## src/flic_pkg.sv

```systemverilog
// Constants for the four-level interrupt controller.
// Assumes a 32-bit Wishbone slave and registers in the low lane; flag 1 bit 8 and status bits 10:8 sit in lane 1.
package flic_pkg;
   // Register indices; byte address is four times the index
   localparam logic [7:0] IDX_EN_PRIM = 8'hA8;
   localparam logic [7:0] IDX_EN_TMR = 8'hE8;
   localparam logic [7:0] IDX_PRIO_LO0 = 8'hB8;
   localparam logic [7:0] IDX_PRIO_HI0 = 8'hB7;
   localparam logic [7:0] IDX_PRIO_LO1 = 8'hF8;
   localparam logic [7:0] IDX_PRIO_HI1 = 8'hF7;
   localparam logic [7:0] IDX_FLAG0 = 8'hC0;
   localparam logic [7:0] IDX_FLAG1 = 8'hC8;
   localparam logic [7:0] IDX_STAT = 8'hD0;

   localparam int NUM_SRC = 15;
   localparam int NUM_FLAG = 17;
   localparam int NUM_LVL = 4;
   localparam int GLOBAL_EN_BIT = 7;

   // Flag positions in the combined flag vector
   localparam int FLG_EXT0 = 0;
   localparam int FLG_T0 = 1;
   localparam int FLG_EXT1 = 2;
   localparam int FLG_T1 = 3;
   localparam int FLG_RX = 4;
   localparam int FLG_TX = 5;
   localparam int FLG_TW = 6;
   localparam int FLG_ADC = 7;
   localparam int FLG_CAP0 = 8;
   localparam int FLG_CMP0 = 12;
   localparam int FLG_BYTE_OV = 15;
   localparam int FLG_WORD_OV = 16;

   // Source indices, also the polling order (lower wins)
   localparam int SRC_ASYNC = 4;
   localparam int SRC_TW = 5;
   localparam int SRC_ADC = 6;
   localparam int SRC_CAP0 = 7;
   localparam int SRC_CMP0 = 11;
   localparam int SRC_TMR_OV = 14;
   localparam int SRC_HWCLR_LAST = 3;

   localparam logic [7:0] EN_RESET = 8'h00;
   localparam logic [7:0] PRIO_RESET = 8'h00;
   localparam logic [15:0] CNT_ALL_ONES = 16'hFFFF;
   localparam logic [7:0] BYTE_ALL_ONES = 8'hFF;
endpackage

```

## src/flic_top.sv

```systemverilog
// Four-level interrupt controller: flags, enables, priorities, nesting.
// Assumes a Wishbone master on clock_i and a core that pulses ack on
// vectoring and ret on return from a service routine.
// Operation
// - Fifteen sources, each any of four levels
// - Level is high bit then low bit
// - Forward only above every active level
// - Higher level preempts; lower resumes after return
// - Externals, timers, serial OR of receive/transmit
// - Timer gives capture, compare, overflow-OR requests
// - Capture flag set by its input event
// - Compare flag set on count equal value
// - Byte and word overflow set their flags
// - Capture, compare and overflow flags cleared only by software
// - Converter flag set when result ready
// - Converter flag: software clears, never sets
// - Two-wire flag set on status load
// - Software flag writes act like hardware, except that they cannot set the converter flag
// - Disabled source never reaches core
// - Global enable bit 7 gates everything
// - Primary enable register bit layout
// - Enable, low and high priority registers
// - Enable bit 1 enables, 0 disables
module flic_top #(
   parameter int ADDR_W = 10
) (
   input wire logic clock_i,
   input wire logic rst_i,
   input wire logic wb_cyc_i,
   input wire logic wb_stb_i,
   input wire logic wb_we_i,
   input wire logic [ADDR_W-1:0] wb_adr_i,
   input wire logic [3:0] wb_sel_i,
   input wire logic [31:0] wb_dat_i,
   output logic [31:0] wb_dat_o,
   output logic wb_ack_o,
   input wire logic ext_request_pin_0_n_i,
   input wire logic ext_request_pin_1_n_i,
   input wire logic timer0_request_i,
   input wire logic timer1_request_i,
   input wire logic receive_flag_set_i,
   input wire logic transmit_flag_set_i,
   input wire logic twowire_status_load_i,
   input wire logic conversion_done_i,
   input wire logic [3:0] capture_input_i,
   input wire logic timer_tick_i,
   input wire logic [15:0] timer_count_i,
   input wire logic [15:0] compare_value_0_i,
   input wire logic [15:0] compare_value_1_i,
   input wire logic [15:0] compare_value_2_i,
   input wire logic irq_ack_i,
   input wire logic irq_ret_i,
   output logic irq_req_o,
   output logic [3:0] irq_vector_o,
   output logic [1:0] irq_level_o
);
   import flic_pkg::*;

   if (ADDR_W < 10) begin : g_chk
      $error("ADDR_W too small for the register map");
   end

   logic [7:0] en_prim_ff;
   logic [7:0] en_tmr_ff;
   logic [6:0] prio_lo0_ff;
   logic [6:0] prio_hi0_ff;
   logic [7:0] prio_lo1_ff;
   logic [7:0] prio_hi1_ff;
   logic [NUM_FLAG-1:0] flag_ff;
   logic [NUM_LVL-1:0] in_service_ff;
   logic ack_ff;
   logic [31:0] dat_ff;
   logic req_ff;
   logic [3:0] vec_ff;
   logic [1:0] lvl_ff;

   // Pin synchronisers; stage one feeds only stage two
   logic [5:0] sync1_ff;
   logic [5:0] sync2_ff;
   logic [5:0] sync3_ff;

   logic bus_req;
   logic wr_en;
   logic [7:0] idx;
   logic [NUM_SRC-1:0] src_en;
   logic [NUM_SRC-1:0] prio_lo;
   logic [NUM_SRC-1:0] prio_hi;
   logic [NUM_SRC-1:0] src_req;
   logic [NUM_SRC-1:0] elig;
   logic [NUM_FLAG-1:0] hw_set;
   logic [NUM_FLAG-1:0] hw_clr;
   logic [NUM_FLAG-1:0] sw_we;
   logic [NUM_FLAG-1:0] sw_val;
   logic found;
   logic [3:0] best_idx;
   logic [1:0] best_lvl;
   logic allowed;
   logic [NUM_LVL-1:0] nxt_in_service;
   logic [31:0] nxt_dat;
   logic [1:0] cap_lvl;

   assign bus_req = wb_cyc_i && wb_stb_i && !ack_ff;
   assign wr_en = bus_req && wb_we_i && wb_sel_i[0];
   assign idx = wb_adr_i[9:2];

   // Source enables and priorities in polling order
   assign src_en = {en_tmr_ff, en_prim_ff[6:0]};
   assign prio_lo = {prio_lo1_ff, prio_lo0_ff};
   assign prio_hi = {prio_hi1_ff, prio_hi0_ff};

   // Flag to source mapping
   assign src_req[3:0] = flag_ff[FLG_T1:FLG_EXT0];
   assign src_req[SRC_ASYNC] = flag_ff[FLG_RX] | flag_ff[FLG_TX];
   assign src_req[SRC_TW] = flag_ff[FLG_TW];
   assign src_req[SRC_ADC] = flag_ff[FLG_ADC];
   assign src_req[SRC_CMP0-1:SRC_CAP0] = flag_ff[FLG_CAP0+3:FLG_CAP0];
   assign src_req[SRC_TMR_OV-1:SRC_CMP0] = flag_ff[FLG_CMP0+2:FLG_CMP0];
   assign src_req[SRC_TMR_OV] =
      flag_ff[FLG_BYTE_OV] | flag_ff[FLG_WORD_OV];

   // Enable bit 1 passes, global bit gates all
   assign elig = src_req & src_en &
      {NUM_SRC{en_prim_ff[GLOBAL_EN_BIT]}};

   // Highest level wins; descending scan lets the lower index win ties
   always_comb begin
      found = 1'b0;
      best_idx = 4'h0;
      best_lvl = 2'h0;
      cap_lvl = 2'h0;
      for (int i = NUM_SRC - 1; i >= 0; i--) begin
         cap_lvl = {prio_hi[i], prio_lo[i]};
         if (elig[i] && (!found || cap_lvl >= best_lvl)) begin
            found = 1'b1;
            best_idx = 4'(i);
            best_lvl = cap_lvl;
         end
      end
   end

   // Nothing equal or above may already be in service
   assign allowed = found && ((in_service_ff >> best_lvl) == 4'h0);

   // Pin synchronisers
   always_ff @(posedge clock_i) begin
      if (rst_i) begin
         sync1_ff <= 6'h3F;
         sync2_ff <= 6'h3F;
         sync3_ff <= 6'h3F;
      end else begin
         sync1_ff <= {capture_input_i, ext_request_pin_1_n_i,
                      ext_request_pin_0_n_i};
         sync2_ff <= sync1_ff;
         sync3_ff <= sync2_ff;
      end
   end

   // Hardware set and clear events
   always_comb begin
      hw_set = '0;
      hw_clr = '0;
      hw_set[FLG_EXT0] = sync3_ff[0] && !sync2_ff[0];
      hw_set[FLG_EXT1] = sync3_ff[1] && !sync2_ff[1];
      hw_set[FLG_T0] = timer0_request_i;
      hw_set[FLG_T1] = timer1_request_i;
      hw_set[FLG_RX] = receive_flag_set_i;
      hw_set[FLG_TX] = transmit_flag_set_i;
      hw_set[FLG_TW] = twowire_status_load_i;
      hw_set[FLG_ADC] = conversion_done_i;
      for (int c = 0; c < 4; c++) begin
         hw_set[FLG_CAP0+c] = !sync3_ff[2+c] && sync2_ff[2+c];
      end
      hw_set[FLG_CMP0] = timer_tick_i &&
         (timer_count_i == compare_value_0_i);
      hw_set[FLG_CMP0+1] = timer_tick_i &&
         (timer_count_i == compare_value_1_i);
      hw_set[FLG_CMP0+2] = timer_tick_i &&
         (timer_count_i == compare_value_2_i);
      hw_set[FLG_BYTE_OV] = timer_tick_i &&
         (timer_count_i[7:0] == BYTE_ALL_ONES);
      hw_set[FLG_WORD_OV] = timer_tick_i &&
         (timer_count_i == CNT_ALL_ONES);
      // Vectoring clears only external and timer 0/1 flags
      if (irq_ack_i && req_ff && vec_ff <= 4'(SRC_HWCLR_LAST)) begin
         hw_clr[vec_ff] = 1'b1;
      end
   end

   // Software flag writes
   always_comb begin
      sw_we = '0;
      sw_val = '0;
      if (wr_en && idx == IDX_FLAG0) begin
         sw_we[7:0] = 8'hFF;
         sw_val[7:0] = wb_dat_i[7:0];
      end
      if (bus_req && wb_we_i && idx == IDX_FLAG1) begin
         sw_we[15:8] = {8{wb_sel_i[0]}};
         sw_val[15:8] = wb_dat_i[7:0];
         sw_we[16] = wb_sel_i[1];
         sw_val[16] = wb_dat_i[8];
      end
   end

   // One flop per flag; a hardware set wins over any clear
   for (genvar f = 0; f < NUM_FLAG; f++) begin : g_flag
      always_ff @(posedge clock_i) begin
         if (rst_i) begin
            flag_ff[f] <= 1'b0;
         end else if (hw_set[f]) begin
            flag_ff[f] <= 1'b1;
         end else if (sw_we[f]) begin
            if (f == FLG_ADC) begin
               flag_ff[f] <= flag_ff[f] & sw_val[f];
            end else begin
               flag_ff[f] <= sw_val[f];
            end
         end else if (hw_clr[f]) begin
            flag_ff[f] <= 1'b0;
         end
      end
   end

   // Enable and priority registers, all zero after reset
   always_ff @(posedge clock_i) begin
      if (rst_i) begin
         en_prim_ff <= EN_RESET;
         en_tmr_ff <= EN_RESET;
         prio_lo0_ff <= PRIO_RESET[6:0];
         prio_hi0_ff <= PRIO_RESET[6:0];
         prio_lo1_ff <= PRIO_RESET;
         prio_hi1_ff <= PRIO_RESET;
      end else if (wr_en) begin
         unique case (idx)
            IDX_EN_PRIM: en_prim_ff <= wb_dat_i[7:0];
            IDX_EN_TMR: en_tmr_ff <= wb_dat_i[7:0];
            IDX_PRIO_LO0: prio_lo0_ff <= wb_dat_i[6:0];
            IDX_PRIO_HI0: prio_hi0_ff <= wb_dat_i[6:0];
            IDX_PRIO_LO1: prio_lo1_ff <= wb_dat_i[7:0];
            IDX_PRIO_HI1: prio_hi1_ff <= wb_dat_i[7:0];
            default: ;
         endcase
      end
   end

   // Nesting: ack marks a level active, return retires the top one
   always_comb begin
      nxt_in_service = in_service_ff;
      if (irq_ret_i) begin
         if (in_service_ff[3]) begin
            nxt_in_service[3] = 1'b0;
         end else if (in_service_ff[2]) begin
            nxt_in_service[2] = 1'b0;
         end else if (in_service_ff[1]) begin
            nxt_in_service[1] = 1'b0;
         end else begin
            nxt_in_service[0] = 1'b0;
         end
      end
      if (irq_ack_i && req_ff) begin
         nxt_in_service[lvl_ff] = 1'b1;
      end
   end

   always_ff @(posedge clock_i) begin
      if (rst_i) begin
         in_service_ff <= 4'h0;
      end else begin
         in_service_ff <= nxt_in_service;
      end
   end

   // Request to core; dropped after ack until service state settles
   always_ff @(posedge clock_i) begin
      if (rst_i) begin
         req_ff <= 1'b0;
         vec_ff <= 4'h0;
         lvl_ff <= 2'h0;
      end else begin
         req_ff <= allowed && !irq_ack_i && !irq_ret_i;
         vec_ff <= best_idx;
         lvl_ff <= best_lvl;
      end
   end

   assign irq_req_o = req_ff;
   assign irq_vector_o = vec_ff;
   assign irq_level_o = lvl_ff;

   // Read mux; unmapped indices read zero
   always_comb begin
      nxt_dat = 32'h0000_0000;
      unique case (idx)
         IDX_EN_PRIM: nxt_dat[7:0] = en_prim_ff;
         IDX_EN_TMR: nxt_dat[7:0] = en_tmr_ff;
         IDX_PRIO_LO0: nxt_dat[6:0] = prio_lo0_ff;
         IDX_PRIO_HI0: nxt_dat[6:0] = prio_hi0_ff;
         IDX_PRIO_LO1: nxt_dat[7:0] = prio_lo1_ff;
         IDX_PRIO_HI1: nxt_dat[7:0] = prio_hi1_ff;
         IDX_FLAG0: nxt_dat[7:0] = flag_ff[7:0];
         IDX_FLAG1: nxt_dat[8:0] = flag_ff[16:8];
         IDX_STAT: nxt_dat[10:0] = {lvl_ff, vec_ff, req_ff, in_service_ff};
         default: ;
      endcase
   end

   // Single wait-free answer, one cycle after the strobe
   always_ff @(posedge clock_i) begin
      if (rst_i) begin
         ack_ff <= 1'b0;
         dat_ff <= 32'h0000_0000;
      end else begin
         ack_ff <= bus_req;
         dat_ff <= (bus_req && !wb_we_i) ? nxt_dat : 32'h0000_0000;
      end
   end

   assign wb_ack_o = ack_ff;
   assign wb_dat_o = dat_ff;

   // Checks
   a_level_encoding: assert property (
      @(posedge clock_i) disable iff (rst_i)
      irq_req_o |-> irq_level_o ==
         {$past(prio_hi[best_idx]), $past(prio_lo[best_idx])})
      else $error("request level does not match priority bits");

   a_no_equal_nest: assert property (
      @(posedge clock_i) disable iff (rst_i)
      irq_req_o |-> ($past(in_service_ff) >> irq_level_o) == 4'h0)
      else $error("request raised over an equal or higher level");

   a_ack_marks_level: assert property (
      @(posedge clock_i) disable iff (rst_i)
      (irq_ack_i && irq_req_o && !irq_ret_i) |=>
         in_service_ff[$past(irq_level_o)] && !irq_req_o)
      else $error("ack did not mark the level in service");

   a_capture_sets: assert property (
      @(posedge clock_i) disable iff (rst_i)
      (!sync3_ff[2] && sync2_ff[2]) |=> flag_ff[FLG_CAP0])
      else $error("capture event did not set its flag");

   a_timer_flag_holds: assert property (
      @(posedge clock_i) disable iff (rst_i)
      (flag_ff[FLG_WORD_OV] && !sw_we[FLG_WORD_OV]) |=> flag_ff[FLG_WORD_OV])
      else $error("timer overflow flag cleared without software");

   a_adc_no_sw_set: assert property (
      @(posedge clock_i) disable iff (rst_i)
      (!flag_ff[FLG_ADC] && !conversion_done_i && wr_en &&
       idx == IDX_FLAG0 && wb_dat_i[FLG_ADC]) |=> !flag_ff[FLG_ADC])
      else $error("software write set the converter flag");

   a_enable_gates: assert property (
      @(posedge clock_i) disable iff (rst_i)
      irq_req_o |-> $past(src_en[best_idx]) &&
         $past(src_req[best_idx]))
      else $error("disabled or idle source forwarded");

   a_global_gate: assert property (
      @(posedge clock_i) disable iff (rst_i)
      !en_prim_ff[GLOBAL_EN_BIT] |=> !irq_req_o)
      else $error("request passed with global enable clear");

   a_bus_ack_pulse: assert property (
      @(posedge clock_i) disable iff (rst_i)
      wb_ack_o |=> !wb_ack_o)
      else $error("bus ack held longer than one cycle");
endmodule

```

## config.mk

```make
export PLATFORM = sky130hd
export DESIGN_NAME = flic_top
export DESIGN_NICKNAME = d
export VERILOG_FILES = /design/src/flic_pkg.sv /design/src/flic_top.sv
export SDC_FILE = /design/constraint.sdc
export NUM_CORES = 1
export LEC_CHECK = 0
export ABC_AREA = 1
export BUFFER_PORTS_ARGS = -buffer_cell sky130_fd_sc_hd__buf_2
export CAP_MARGIN = 20
export CORE_MARGIN = 10
export CORE_UTILIZATION = 59
export CTS_BUF_LIST = sky130_fd_sc_hd__clkbuf_2 sky130_fd_sc_hd__clkbuf_4 sky130_fd_sc_hd__clkbuf_8
export CTS_CLUSTER_DIAMETER = 120
export DETAILED_ROUTE_END_ITERATION = 10
export GPL_TIMING_DRIVEN = 0
export PLACE_DENSITY = 0.88
export SKIP_LAST_GASP = 1
export SYNTH_ARGS = -nofsm -noshare
export SYNTH_HDL_FRONTEND = slang
export SYNTH_SLANG_ARGS = --single-unit
```

## constraint.sdc

```tcl
create_clock -name clock_i -period 21.2 [get_ports clock_i]
set_input_delay 1.06 -clock clock_i [delete_from_list [all_inputs] [get_ports clock_i]]
set_output_delay 1.06 -clock clock_i [all_outputs]
set_load 0.01 [all_outputs]
```

* Word level (Yosys, flattened, before mapping) *
Index checks and enable logic that the tools add are counted.

word-level totals
  output and inout port bits = 40
  input port bits = 130
  word-level logic and storage cells = 298
  bits in registers = 125

cells by class
  magnitude comparators = 19
  eq/ne operators = 14
  bitwise gates (word level) = 8
  multiplexer cells = 112
  reductions and logical operators = 107
  shift operators = 1

operator list
  cell                                                 count
  == test 8 bit (second input constant)                10
  2-to-1 mux 1 bit                                     70
  one-hot mux 7 bit (9 select lines)                   1
  nonzero test 3 bit                                   17
  == test 16 bit                                       3
  logical AND 1 bit                                    39
  2-to-1 mux 2 bit                                     18
  2-to-1 mux 4 bit                                     9
  AND 15 bit                                           2
  >= comparator 2 bit                                  14
  logical NOT 1 bit                                    24
  2-to-1 mux 9 bit                                     2
  == test 16 bit (second input constant)               1
  2-to-1 mux 16 bit                                    1
  2-to-1 mux 8 bit                                     2
  2-to-1 mux 3 bit                                     5
  logical OR 1 bit                                     14
  AND reduction 2 bit                                  6
  OR reduction 9 bit                                   1
  one-hot mux 1 bit (7 select lines)                   1
  < comparator 4 x 6 -> 1 bit (second input constant)  1
  OR reduction 3 bit                                   2
  OR reduction 5 bit                                   1
  demux 1 bit (select 4 bit)                           1
  13 further kinds                                     16

* Longest topological paths before layout *
Gate-level depths: netlist (run 1).

  depth after elaboration = 65
  mapped depth = 122
  gate-level depth less buffers = 122

* Worst setup path before layout (run 1) *
Ideal clock, no wire load.

  path type = register to register
  from = reg en_prim_ff[7]
  to = reg vec_ff[3], in the netlist irq_vector_o[3]
  slack = 8.391 ns
  stages on the path, launching flop included = 107
  path buffers = 0
  arrival = 12.717 ns
  cells stage by stage = dfxtp_1 nand2_2 inv_2 nand2_2 nor2_1 inv_1 ha_1 nand2_1 nand3_1 nand2_2 o21ai_0 ha_1 inv_1 nand2_1 a21oi_1 nand2_1 nand2_2 nand2_1 (+71 left out) a21oi_1 inv_1 ha_1 inv_1 a21oi_1 nor2_1 nand2_2 nand2_4 nand2_2 and2_1 ha_1 o21ai_0 nand3b_1 nand2_1 inv_1 nor2_1 nand2_1 nor4_1

on the way
  word-level cells in the longest chain between the ends = 58

RTL lines
  item                                                      line             text
  start, declared                                           flic_top.sv:63   logic [7:0] en_prim_ff;
  start signal, assigned                                    flic_top.sv:235  IDX_EN_PRIM: en_prim_ff <= wb_dat_i[7:0];
  AND 15 bit (*)                                            flic_top.sv:122  assign elig = src_req & src_en &
  2-to-1 mux 2 bit or 2-to-1 mux 1 bit (tied branches)      flic_top.sv:133  if (elig[i] && (!found || cap_lvl >= best_lvl)) begin
  >= comparator 2 bit or logical NOT 1 bit (tied branches)  flic_top.sv:133
  logical OR 1 bit                                          flic_top.sv:133
  logical AND 1 bit                                         flic_top.sv:133
  2-to-1 mux 2 bit or 2-to-1 mux 1 bit (tied branches)      flic_top.sv:133
  >= comparator 2 bit or logical NOT 1 bit (tied branches)  flic_top.sv:133
  logical OR 1 bit                                          flic_top.sv:133
  (+42 left out)                                            n/a
  >= comparator 2 bit or logical NOT 1 bit (tied branches)  flic_top.sv:133
  logical OR 1 bit                                          flic_top.sv:133
  logical AND 1 bit                                         flic_top.sv:133
  2-to-1 mux 2 bit or 2-to-1 mux 1 bit (tied branches)      flic_top.sv:133
  >= comparator 2 bit or logical NOT 1 bit (tied branches)  flic_top.sv:133
  logical OR 1 bit                                          flic_top.sv:133
  logical AND 1 bit                                         flic_top.sv:133
  OR reduction 9 bit (no line)                              n/a
  end signal, assigned                                      flic_top.sv:281  vec_ff <= best_idx;
  end, declared                                             flic_top.sv:74   logic [3:0] vec_ff;

Mark *: on every way between the ends. The rest lies on a longest branch, timed or not.
A chain may end at the register's enable or synchronous reset.

* Worst setup path in the final report (run 1) *
  from = reg en_prim_ff[7]
  to = reg vec_ff[0], in the netlist irq_vector_o[0]

on the way
  word-level cells in the longest chain between the ends = 58

RTL lines
  item                                                      line
  AND 15 bit (*)                                            flic_top.sv:122
  2-to-1 mux 2 bit or 2-to-1 mux 1 bit (tied branches)      flic_top.sv:133
  >= comparator 2 bit or logical NOT 1 bit (tied branches)  flic_top.sv:133
  logical OR 1 bit                                          flic_top.sv:133
  logical AND 1 bit                                         flic_top.sv:133
  2-to-1 mux 2 bit or 2-to-1 mux 1 bit (tied branches)      flic_top.sv:133
  >= comparator 2 bit or logical NOT 1 bit (tied branches)  flic_top.sv:133
  logical OR 1 bit                                          flic_top.sv:133
  (+42 left out)                                            n/a
  >= comparator 2 bit or logical NOT 1 bit (tied branches)  flic_top.sv:133
  logical OR 1 bit                                          flic_top.sv:133
  logical AND 1 bit                                         flic_top.sv:133
  2-to-1 mux 2 bit or 2-to-1 mux 1 bit (tied branches)      flic_top.sv:133
  >= comparator 2 bit or logical NOT 1 bit (tied branches)  flic_top.sv:133
  logical OR 1 bit                                          flic_top.sv:133
  logical AND 1 bit                                         flic_top.sv:133
  OR reduction 2 bit (no line)                              n/a

Marked as above.

==> impl_metrics.csv, run 1 <==
group,metric,value,unit
clock_network,cts_setup_buffers,0,
sta,unrepaired_setup_endpoints_after_global_routing,"no",
detailed_routing,wl,19900,um
setup_path,gate_family_responsible_for_the_most_delay_along_the_worst_path,"simple AND/OR/NAND/NOR gates",
sta,timing.final.ws_setup,6.47,ns
power,comb_power_share,0.103,
synth,seq_area_frac_synth,0.330,
grt,grt_max_degree,24,
clock_network,tritoncts_clock_tree,"yes",
grt,grt_antenna_before_repair,0,
power,leakage,3.56,nW
synth,postSynth.topFlopCell,"sky130_fd_sc_hd__dfxtp_1",
die,fp.dieArea,0.0152,sq mm
clock_network,numCtsBuffers,9,
synth,synth-warning-count,0,
synth,synth_edf_count,0,
die,num_rows,37,
detailed_routing,via_count,6741,
sta,number_of_failing_setup_endpoints_in_the_final_timing_report,0,
sta,worst_clock_skew,0.0147,ns
sta,min_period_over_period,0.695,
synth,distinct_cells_synth,46,
detailed_routing,via_per_inst,5.62,
cells_and_area,n_antenna_cell,0,
setup_path,worst_ep_required_time,21.45,ns
setup_path,critPathKind,"reg -> reg",
detailed_routing,first_iter_violations,778,
placement,port_buffers,120,
grt,overall_track_demand_over_capacity_in_global_routing,0.256,
clock_network,post_cts.resized_instances,0,
outcome,run_status,"finished, final reports clean",
synth,synthesis.area,0.00630,sq mm
die,die_h,123,um
hold_path,hold_path_class,"reg -> reg",
grt,grt_pass1_wl,31200,um
placement,place_area,0.00715,sq mm
setup_path,critPathSlowestCell,"sky130_fd_sc_hd__dfxtp_1",
setup_path,endpoint_class_of_the_critical_path,"flip-flop",
setup_path,critPathBufInv,15,
grt,via_count_of_the_first_global_routing_pass,6478,
placement,gpl.final_weighted_congestion,0.973,
setup_path,worst_setup_path_start_kind,"flip-flop",
sta,timing_worst_slew_pin_value,0.811,ns
synth,synth_async_sr_flop_share,0,
clock_network,worstSkewPairLatency,0.39,ns
synth,ys_ff_latch,104,
sta,slew_hr,0.457,
die,initial_core_util,0.608,
synth,avgSynthCellArea,6.95,sq um
power,switching_power,0.105,mW
cells_and_area,final_cell_utilization_of_the_core,0.711,
clock_network,ctsLongestPathBuffers,2,
power,power_frac_seq,0.540,
sta,post_layout_min_period,14.73,ns
power,ir_drop,41.2,uV
setup_path,cpMostUsedCell,"sky130_fd_sc_hd__nand2_2",
detailed_routing,remaining_drc_errors,0,
sta,setup-tns-final,0,ns
power,fraction_of_power_consumed_by_the_clock_network,0.357,
cells_and_area,flow.area_growth_from_synthesis,17.0,%
die,x_dimension_of_the_die,123,um
setup_path,peak_per_stage_delay_on_the_critical_path,0.49,ns
detailed_routing,ant_nets,0,
cells_and_area,fraction_of_layout_cells_with_a_size_suffix_above_1,0.215,
synth,synthCells,907,
sta,hold_viol_final,0,
die,placeable_core_region,0.0104,sq mm
detailed_routing,first_pass_iters,6,
setup_path,max_fo_critical_path,6,
placement,pre_cts_ws,6.65,ns
job,maxCapViolations,0,
clock_network,maximum_level_of_the_cts_h_tree,3,
sta,drv_slew,0,
clock_network,clkSinkCount,104,
cells_and_area,design.final.nets,1208,
setup_path,worstPathArrival,14.98,ns
clock_network,hold_buffers,0,
cells_and_area,postLayoutCellArea,0.00738,sq mm
power,fin_total_pwr,0.370,mW
clock_network,clockRootBuffer,"sky130_fd_sc_hd__clkbuf_8",
grt,grt-ovfl-total,0,
power,power.internal,0.265,mW
die,boundaryPins,170,
sta,max_freq,0.0679,GHz
power,sw_frac,0.284,
detailed_routing,per_cell_routed_wire_length,16.6,um
placement,post-dp-hpwl,16100,um
power,power_per_cell_area,50.1,mW/mm^2
clock_network,clk_transition_reported_paths,0.13,ns
-- power by group through the flow --
stage          registers (mW)  logic [mW]  clock network, mW
6_report                0.200      0.0382              0.132
3_5_place_dp            0.204      0.0373                  0
2_1_floorplan           0.203      0.0203                  0
3_3_place_gp            0.204      0.0364                  0
5_1_grt                 0.200      0.0422              0.141
4_1_cts                 0.199      0.0374              0.132
-- worst paths after layout --
check / slack, ns / cells after the start / from / endpoint
setup / recovery: 6.47 / 103 / en_prim_ff[7]$_SDFFE_PP0P_ / irq_vector_o[0]$_SDFF_PP0_
hold / removal: 0.42 / 1 / sync1_ff[2]$_SDFF_PP1_ / sync2_ff[2]$_SDFF_PP1_
setup reg to reg: 6.47 / 103 / en_prim_ff[7]$_SDFFE_PP0P_ / irq_vector_o[0]$_SDFF_PP0_
hold reg to reg: 0.42 / 1 / sync1_ff[2]$_SDFF_PP1_ / sync2_ff[2]$_SDFF_PP1_
-- per-layer routing --
metal	wire length [um]	global-route usage	up-vias	part of all wire
met5	0	0	-	0
li1	-	-	3282	-
met4	805	0.115	0	0.041
met1	7450	0.290	3005	0.38
met3	2080	0.0811	78	0.10
met2	9520	0.434	376	0.48
-- flip-flops by register name, summed over array words and instances (netlist names) --
register	count
en_prim_ff	8
en_tmr_ff	8
flag_ff	17
in_service_ff	4
irq_level_o	2
irq_req_o	1
irq_vector_o	4
prio_hi0_ff	7
prio_hi1_ff	8
prio_lo0_ff	7
prio_lo1_ff	8
sync1_ff	6
sync2_ff	6
sync3_ff	6
wb_ack_o	1
wb_dat_o	11
-- cells in the final DEF, fill, tap and decap left out, types with 21 or more instances in the layout --
cell / Yosys / layout
sky130_fd_sc_hd__a21oi_1: 70 / 70
sky130_fd_sc_hd__buf_2: 1 / 121
sky130_fd_sc_hd__buf_4: 21 / 21
sky130_fd_sc_hd__conb_1: 1 / 21
sky130_fd_sc_hd__dfxtp_1: 104 / 104
sky130_fd_sc_hd__inv_1: 148 / 148
sky130_fd_sc_hd__nand2_1: 128 / 128
sky130_fd_sc_hd__nand2_2: 24 / 24
sky130_fd_sc_hd__nand3_1: 55 / 55
sky130_fd_sc_hd__nor2_1: 69 / 69
sky130_fd_sc_hd__o21ai_0: 88 / 88
-- per-stage QoR --
step / hold WS [ns] / cells
6_report: 0.424 / 1199
5_1_grt: 0.430 / 1199
4_1_cts: 0.424 / 1199
3_5_place_dp: 0.394 / 1183
3_3_place_gp: 0.392 / 1183
2_1_floorplan: 0.389 / 927
-- area by class of cell --
class	instances	area, sq um
repair buffers	120	601
inverters	156	586
multi-input cells	630	3490
clock buffers	9	124
clock inverters	7	104
fillers	893	2990
flip-flops and latches	104	2080
well taps	136	170
plain buffers	37	219
-- logic make-up (layout without fill, tap and decap cells) --
logic type | Yosys count | after routing | synth area share
adder cells (fa/ha/maj) | 20 | 20 | 0.0397
XOR/XNOR | 21 | 21 | 0.0292
other | 1 | 21 | 0.000595
flip-flops | 104 | 104 | 0.330
buffers and inverters | 193 | 329 | 0.128
AND/OR/NAND/NOR | 346 | 346 | 0.268
AO/OA/AOI/OAI | 222 | 222 | 0.205
-- synth_stat cells, drive strengths merged (5+ instances only) --
cell type / count / area share
a221oi: 14 / 0.019
xor2: 11 / 0.015
a2111oi: 5 / 0.0069
o22ai: 10 / 0.0099
o2111ai: 5 / 0.0069
nor4: 9 / 0.0089
ha: 20 / 0.040
nor3: 8 / 0.0064
nor2: 71 / 0.043
clkbuf: 15 / 0.0089
o21ai: 88 / 0.070
a31oi: 8 / 0.0079
dfxtp: 104 / 0.33
nand4: 6 / 0.0060
inv: 154 / 0.092
nand2: 159 / 0.11
xnor2: 10 / 0.014
nand3: 68 / 0.064
or2: 15 / 0.015
buf: 22 / 0.026
a21oi: 71 / 0.057
No activity file was read; power rests on OpenSTA's default activity.
==> run 2, diff against run 1 <==
Settings changed: CORE_UTILIZATION 59 to 50, PLACE_DENSITY 0.88 to 0.8.
Clock period 21.2 ns to 11.8 ns, I/O delays scaled along.
==> run 2 against run 1 <==
The run now ends with setup timing left. Combinational power increased by 84%. Final area increased by 17%. Core utilization decreased by 0.078 points. Setup slack got worse by 7.6 ns. Critical path depth increased by 10.
==> impl_metrics.csv, run 2 (same netlist as run 1, synthesis figures left out) <==
group,metric,value,unit
outcome,run_status,"finished with violations",
outcome,violated_checks,"setup timing",
grt,grt-ovfl-total,0,
clock_network,ctsLongestPathBuffers,2,
setup_path,r2r_start,"en_prim_ff[7]$_SDFFE_PP0P_",
clock_network,clkSinkCount,104,
sta,hold-worst-slack,0.385,ns
sta,number_of_failing_setup_endpoints_in_the_final_timing_report,7,
sta,timing_worst_slew_pin_value,0.918,ns
setup_path,worst_flop_to_flop_path_endpoint,"irq_vector_o[2]$_SDFF_PP0_",
clock_network,maximum_level_of_the_cts_h_tree,3,
cells_and_area,flow.area_growth_from_synthesis,37.1,%
cells_and_area,n_antenna_cell,0,
setup_path,peak_per_stage_delay_on_the_critical_path,0.38,ns
detailed_routing,met3_wirelength,2650,um
clock_network,clockRootBuffer,"sky130_fd_sc_hd__clkbuf_8",
setup_path,worstPathArrival,13.25,ns
grt,overall_track_demand_over_capacity_in_global_routing,0.239,
setup_path,timing.critical_path.from,"en_prim_ff[7]$_SDFFE_PP0P_",
clock_network,clk_transition_reported_paths,0.11,ns
setup_path,worstSetupEndpoint,"irq_vector_o[2]$_SDFF_PP0_",
die,num_rows,40,
setup_path,gate_family_responsible_for_the_most_delay_along_the_worst_path,"simple AND/OR/NAND/NOR gates",
grt,via_count_of_the_first_global_routing_pass,7123,
clock_network,numCtsBuffers,9,
placement,post-dp-hpwl,16100,um
sta,worst_clock_skew,0.0181,ns
detailed_routing,remaining_drc_errors,0,
clock_network,worstSkewPairLatency,0.38,ns
detailed_routing,route.met2.wl,11300,um
cells_and_area,largest_register_ff_count,17,
sta,unrepaired_setup_endpoints_after_global_routing,"yes",
placement,pre_cts_ws,-1.43,ns
sta,slew_hr,0.383,
grt,grt_antenna_before_repair,0,
setup_path,critPathKind,"reg -> reg",
hold_path,hold_path_class,"in -> reg",
placement,gpl.final_weighted_congestion,0.976,
setup_path,cpMostUsedCell,"sky130_fd_sc_hd__nand2_2",
setup_path,critPathBufInv,21,
detailed_routing,ant_nets,0,
sta,post_layout_min_period,12.95,ns
cells_and_area,fraction_of_layout_cells_with_a_size_suffix_above_1,0.359,
sta,min_period_over_period,1.10,
die,placeable_core_region,0.0122,sq mm
setup_path,worst_ep_required_time,12.10,ns
sta,hold_viol_final,0,
sta,timing.final.ws_setup,-1.15,ns
power,leakage,4.18,nW
grt,grt_pass1_wl,34800,um
setup_path,endpoint_class_of_the_critical_path,"flip-flop",
grt,grt_max_degree,20,
detailed_routing,per_cell_routed_wire_length,17.5,um
setup_path,timing.reg2reg.setup_slack,-1.15,ns
placement,post-place-cells,1215,
die,boundaryPins,170,
placement,port_buffers,120,
die,x_dimension_of_the_die,132,um
detailed_routing,wl,23200,um
sta,drv_slew,0,
job,maxCapViolations,0,
detailed_routing,routedLengthMet1,8460,um
sta,max_freq,0.0772,GHz
cells_and_area,layout.cells.most_common_list,"sky130_fd_sc_hd__inv_1, sky130_fd_sc_hd__buf_2, sky130_fd_sc_hd__buf_4",
die,die_h,132,um
cells_and_area,layout.cells.most_common,"sky130_fd_sc_hd__inv_1",
detailed_routing,route.top_layer_used,"met4",
setup_path,critPathSlowestCell,"sky130_fd_sc_hd__dfxtp_4",
detailed_routing,via_count,7340,
setup_path,max_fo_critical_path,5,
cells_and_area,stdcell_count,1325,
detailed_routing,first_pass_iters,6,
power,ir_drop,120,uV
detailed_routing,first_iter_violations,683,
die,fp.dieArea,0.0175,sq mm
die,initial_core_util,0.518,
cells_and_area,design.final.nets,1302,
clock_network,hold_buffers,0,
setup_path,worst_setup_path_start_kind,"flip-flop",
clock_network,tritoncts_clock_tree,"yes",
power,power_per_cell_area,78.5,mW/mm^2
detailed_routing,via_per_inst,5.54,
setup_path,timing.critical_path.depth,113,
cells_and_area,max_flop_register,"flag_ff",
setup_path,timing.reg2reg.worst_path_depth,113,
[run 2: cell types whose count changed in the layout (fill, tap and decap cells not counted), moves of 8 or more]
cell / delta
sky130_fd_sc_hd__inv_2: +10
sky130_fd_sc_hd__o21ai_0: -17
sky130_fd_sc_hd__ha_1: -9
sky130_fd_sc_hd__nand2_4: +14
sky130_fd_sc_hd__nand3_1: -9
sky130_fd_sc_hd__a21oi_2: +9
sky130_fd_sc_hd__ha_4: +9
sky130_fd_sc_hd__a21oi_1: -10
sky130_fd_sc_hd__nand2_2: +8
sky130_fd_sc_hd__inv_1: -11
sky130_fd_sc_hd__o21ai_2: +12
sky130_fd_sc_hd__buf_4: +91
sky130_fd_sc_hd__nand2_1: -22
[run 2: where the power goes]
part           switching [mW]  total (mW)  internal (mW)
clock network           0.140       0.250          0.110
logic                  0.0390      0.0701         0.0311
registers             0.00275       0.358          0.356
[run 2: worst min path at each step]
stage               slack (ns)  cells past startpoint                   start                      to
floorplan                 0.39                      1  sync1_ff[0]$_SDFF_PP1_  sync2_ff[0]$_SDFF_PP1_
global placement          0.39                      1  sync1_ff[0]$_SDFF_PP1_  sync2_ff[0]$_SDFF_PP1_
detailed placement        0.39                      1  sync1_ff[3]$_SDFF_PP1_  sync2_ff[3]$_SDFF_PP1_
CTS                       0.37                      2      capture_input_i[1]  sync1_ff[3]$_SDFF_PP1_
global route              0.36                      2      capture_input_i[1]  sync1_ff[3]$_SDFF_PP1_
finish                    0.38                      2   ext_request_pin_1_n_i  sync1_ff[1]$_SDFF_PP1_
[run 2: worst register-to-register path, delay by kind of cell, from the launching register on]
family          cells  cell delay (ns)
flops               1             0.38
fa+ha+maj          13             3.33
compound gates     22             2.11
simple gates       57             5.45
buf+inv            21             1.58
[run 2: timing repair]
item,CTS,global route
pin swaps,54,70
endpoints found under the setup margin,7,7
resized for setup,45,51
setup buffers,82,12
[run 2: area by class of cell]
class	count	area [sq um]
clock buffers	10	138
well taps	168	210
repair buffers	214	1320
multi-input cells	630	4000
inverters	156	588
flip-flops and latches	104	2090
clock inverters	6	81.3
fillers	946	3520
plain buffers	37	219
[run 2: stage by stage]
step	util	instance area, sq um	power [mW]	TNS [ns]
floorplan	-	6470	0.402	-0.506
global placement	0.599	7280	0.432	-6.97
detailed placement	0.599	7280	0.434	-8.74
CTS	0.682	8300	0.672	-3.03
global route	0.710	8640	0.698	-12.43
finish	0.710	8640	0.678	-7.34
[run 2: metal layers]
metal / GRT usage / vias to the layer above
met1: 0.271 / 3326
li1: - / 3472
met4: 0.0856 / 0
met3: 0.0655 / 77
met2: 0.419 / 465
met5: 0 / -
==> run 3, diff against run 2 <==
Settings changed: PLACE_DENSITY 0.8 to 0.86.
==> run 3 against run 2 <==
The flow still finishes with violations (setup timing). Clock skew down 0.0010 ns. Total power down 1.8%. Wire length down 2.5%. Clock-buffer cell count unchanged. Final area down 2.3%. Critical path depth down 3. Highest routed layer unchanged.
==> impl_metrics.csv, run 3 (same netlist as run 1, synthesis figures left out) <==
group,metric,value,unit
clock_network,clkSinkCount,104,
placement,post-place-cells,1215,
placement,gpl.final_weighted_congestion,1.01,
die,initial_core_util,0.518,
cells_and_area,layout.cells.most_common_list,"sky130_fd_sc_hd__inv_1, sky130_fd_sc_hd__buf_2, sky130_fd_sc_hd__nand2_1",
hold_path,hold_path_class,"in -> reg",
grt,grt_pass1_wl,34000,um
cells_and_area,design.final.nets,1275,
sta,min_period_over_period,1.09,
die,boundaryPins,170,
sta,drv_slew,0,
sta,hold_viol_final,0,
sta,post_layout_min_period,12.91,ns
placement,post-dp-hpwl,16300,um
clock_network,tritoncts_clock_tree,"yes",
setup_path,gate_family_responsible_for_the_most_delay_along_the_worst_path,"simple AND/OR/NAND/NOR gates",
setup_path,worst_ep_required_time,12.13,ns
cells_and_area,multiInputGateArea,0.00402,sq mm
detailed_routing,via_per_inst,5.55,
cells_and_area,fraction_of_layout_cells_with_a_size_suffix_above_1,0.348,
outcome,violated_checks,"setup timing",
sta,hold-worst-slack,0.382,ns
setup_path,worstPathArrival,13.24,ns
die,placeable_core_region,0.0122,sq mm
cells_and_area,flow.area_growth_from_synthesis,34.0,%
detailed_routing,per_cell_routed_wire_length,17.4,um
setup_path,cpMostUsedCell,"sky130_fd_sc_hd__nand2_2",
sta,max_freq,0.0774,GHz
setup_path,max_fo_critical_path,5,
placement,pre_cts_ws,-1.58,ns
detailed_routing,remaining_drc_errors,0,
power,power_per_cell_area,78.9,mW/mm^2
outcome,run_status,"finished with violations",
sta,slew_hr,0.370,
setup_path,critPathBufInv,19,
grt,overall_track_demand_over_capacity_in_global_routing,0.233,
clock_network,clockRootBuffer,"sky130_fd_sc_hd__clkbuf_8",
power,leakage,4.00,nW
grt,grt-ovfl-total,0,
cells_and_area,final_cell_utilization_of_the_core,0.694,
grt,grt_antenna_before_repair,0,
sta,worst_clock_skew,0.0171,ns
sta,timing_worst_slew_pin_value,0.938,ns
cells_and_area,register_area,0.00209,sq mm
cells_and_area,layout.cells.most_common,"sky130_fd_sc_hd__inv_1",
die,num_rows,40,
sta,setup-tns-final,-7.50,ns
sta,number_of_failing_setup_endpoints_in_the_final_timing_report,7,
clock_network,ctsLongestPathBuffers,2,
detailed_routing,wl,22600,um
detailed_routing,first_pass_iters,6,
setup_path,worst_setup_path_start_kind,"flip-flop",
setup_path,critPathKind,"reg -> reg",
setup_path,peak_per_stage_delay_on_the_critical_path,0.39,ns
setup_path,endpoint_class_of_the_critical_path,"flip-flop",
cells_and_area,postLayoutCellArea,0.00844,sq mm
detailed_routing,first_iter_violations,762,
detailed_routing,via_count,7207,
die,die_h,132,um
clock_network,clk_transition_reported_paths,0.11,ns
power,fin_total_pwr,0.666,mW
grt,via_count_of_the_first_global_routing_pass,7043,
cells_and_area,stdcell_count,1298,
clock_network,hold_buffers,0,
power,ir_drop,77.3,uV
grt,grt_max_degree,19,
cells_and_area,fillCellCount,978,
die,x_dimension_of_the_die,132,um
die,fp.dieArea,0.0175,sq mm
placement,port_buffers,120,
clock_network,maximum_level_of_the_cts_h_tree,3,
cells_and_area,max_flop_register,"flag_ff",
detailed_routing,ant_nets,0,
placement,place_area,0.00728,sq mm
clock_network,worstSkewPairLatency,0.39,ns
cells_and_area,n_antenna_cell,0,
cells_and_area,largest_register_ff_count,17,
sta,unrepaired_setup_endpoints_after_global_routing,"yes",
setup_path,critPathSlowestCell,"sky130_fd_sc_hd__dfxtp_4",
job,maxCapViolations,0,
clock_network,numCtsBuffers,9,
sta,timing.final.ws_setup,-1.11,ns
-- run 3: changes by cell type in the layout (fill, tap and decap cells not counted), sizes merged --
| cell | before | now |
|---|---|---|
| inv | 158 | 156 |
| buf | 236 | 209 |
| clkinvlp | 0 | 2 |
-- run 3: area by class of cell --
class | instances | area share
multi-input cells | 630 | 0.476
inverters | 156 | 0.0699
flip-flops and latches | 104 | 0.248
repair buffers | 187 | 0.131
clock inverters | 6 | 0.00904
plain buffers | 37 | 0.0259
well taps | 168 | 0.0249
clock buffers | 10 | 0.0156
-- run 3: final timing paths --
| kind | from | endpoint | slack (ns) | cells after the start |
|---|---|---|---|---|
| worst min register to register | sync1_ff[0]$_SDFF_PP1_ | sync2_ff[0]$_SDFF_PP1_ | 0.42 | 1 |
| worst max-delay path | en_prim_ff[7]$_SDFFE_PP0P_ | irq_req_o$_SDFF_PP0_ | -1.11 | 110 |
| worst min-delay path | capture_input_i[0] | sync1_ff[2]$_SDFF_PP1_ | 0.38 | 2 |
| worst max register to register | en_prim_ff[7]$_SDFFE_PP0P_ | irq_req_o$_SDFF_PP0_ | -1.11 | 110 |
-- run 3: power breakdown --
group	leakage [nW]	total (mW)	switching (mW)	internal, mW
logic	3.06	0.0697	0.0389	0.0308
registers	0.846	0.358	0.00268	0.355
clock network	0.100	0.238	0.135	0.104
total	4.00	0.666	0.176	0.490
-- run 3: worst reg2reg max path: cells and delay by family (launching register included) --
family          cells  cell delay (ns)
simple gates       56             5.51
fa+ha+maj          13             3.53
compound gates     22             2.06
buf+inv            19             1.40
flops               1             0.39
-- run 3: repair_timing --
action | 4_1_cts | 5_1_grt
pin swaps | 53 | 71
gates resized for setup | 40 | 60
endpoints found under the setup margin | 7 | 7
hold endpoints to repair | 0 | 0
setup buffers | 46 | 21
-- run 3: layer usage --
layer,share of wire,GRT usage,vias up,routed length [um]
met5,0,0,-,0
met4,0.046,0.109,0,1050
met3,0.097,0.0667,93,2200
met2,0.49,0.399,427,11100
met1,0.37,0.260,3258,8320
li1,-,-,3429,-
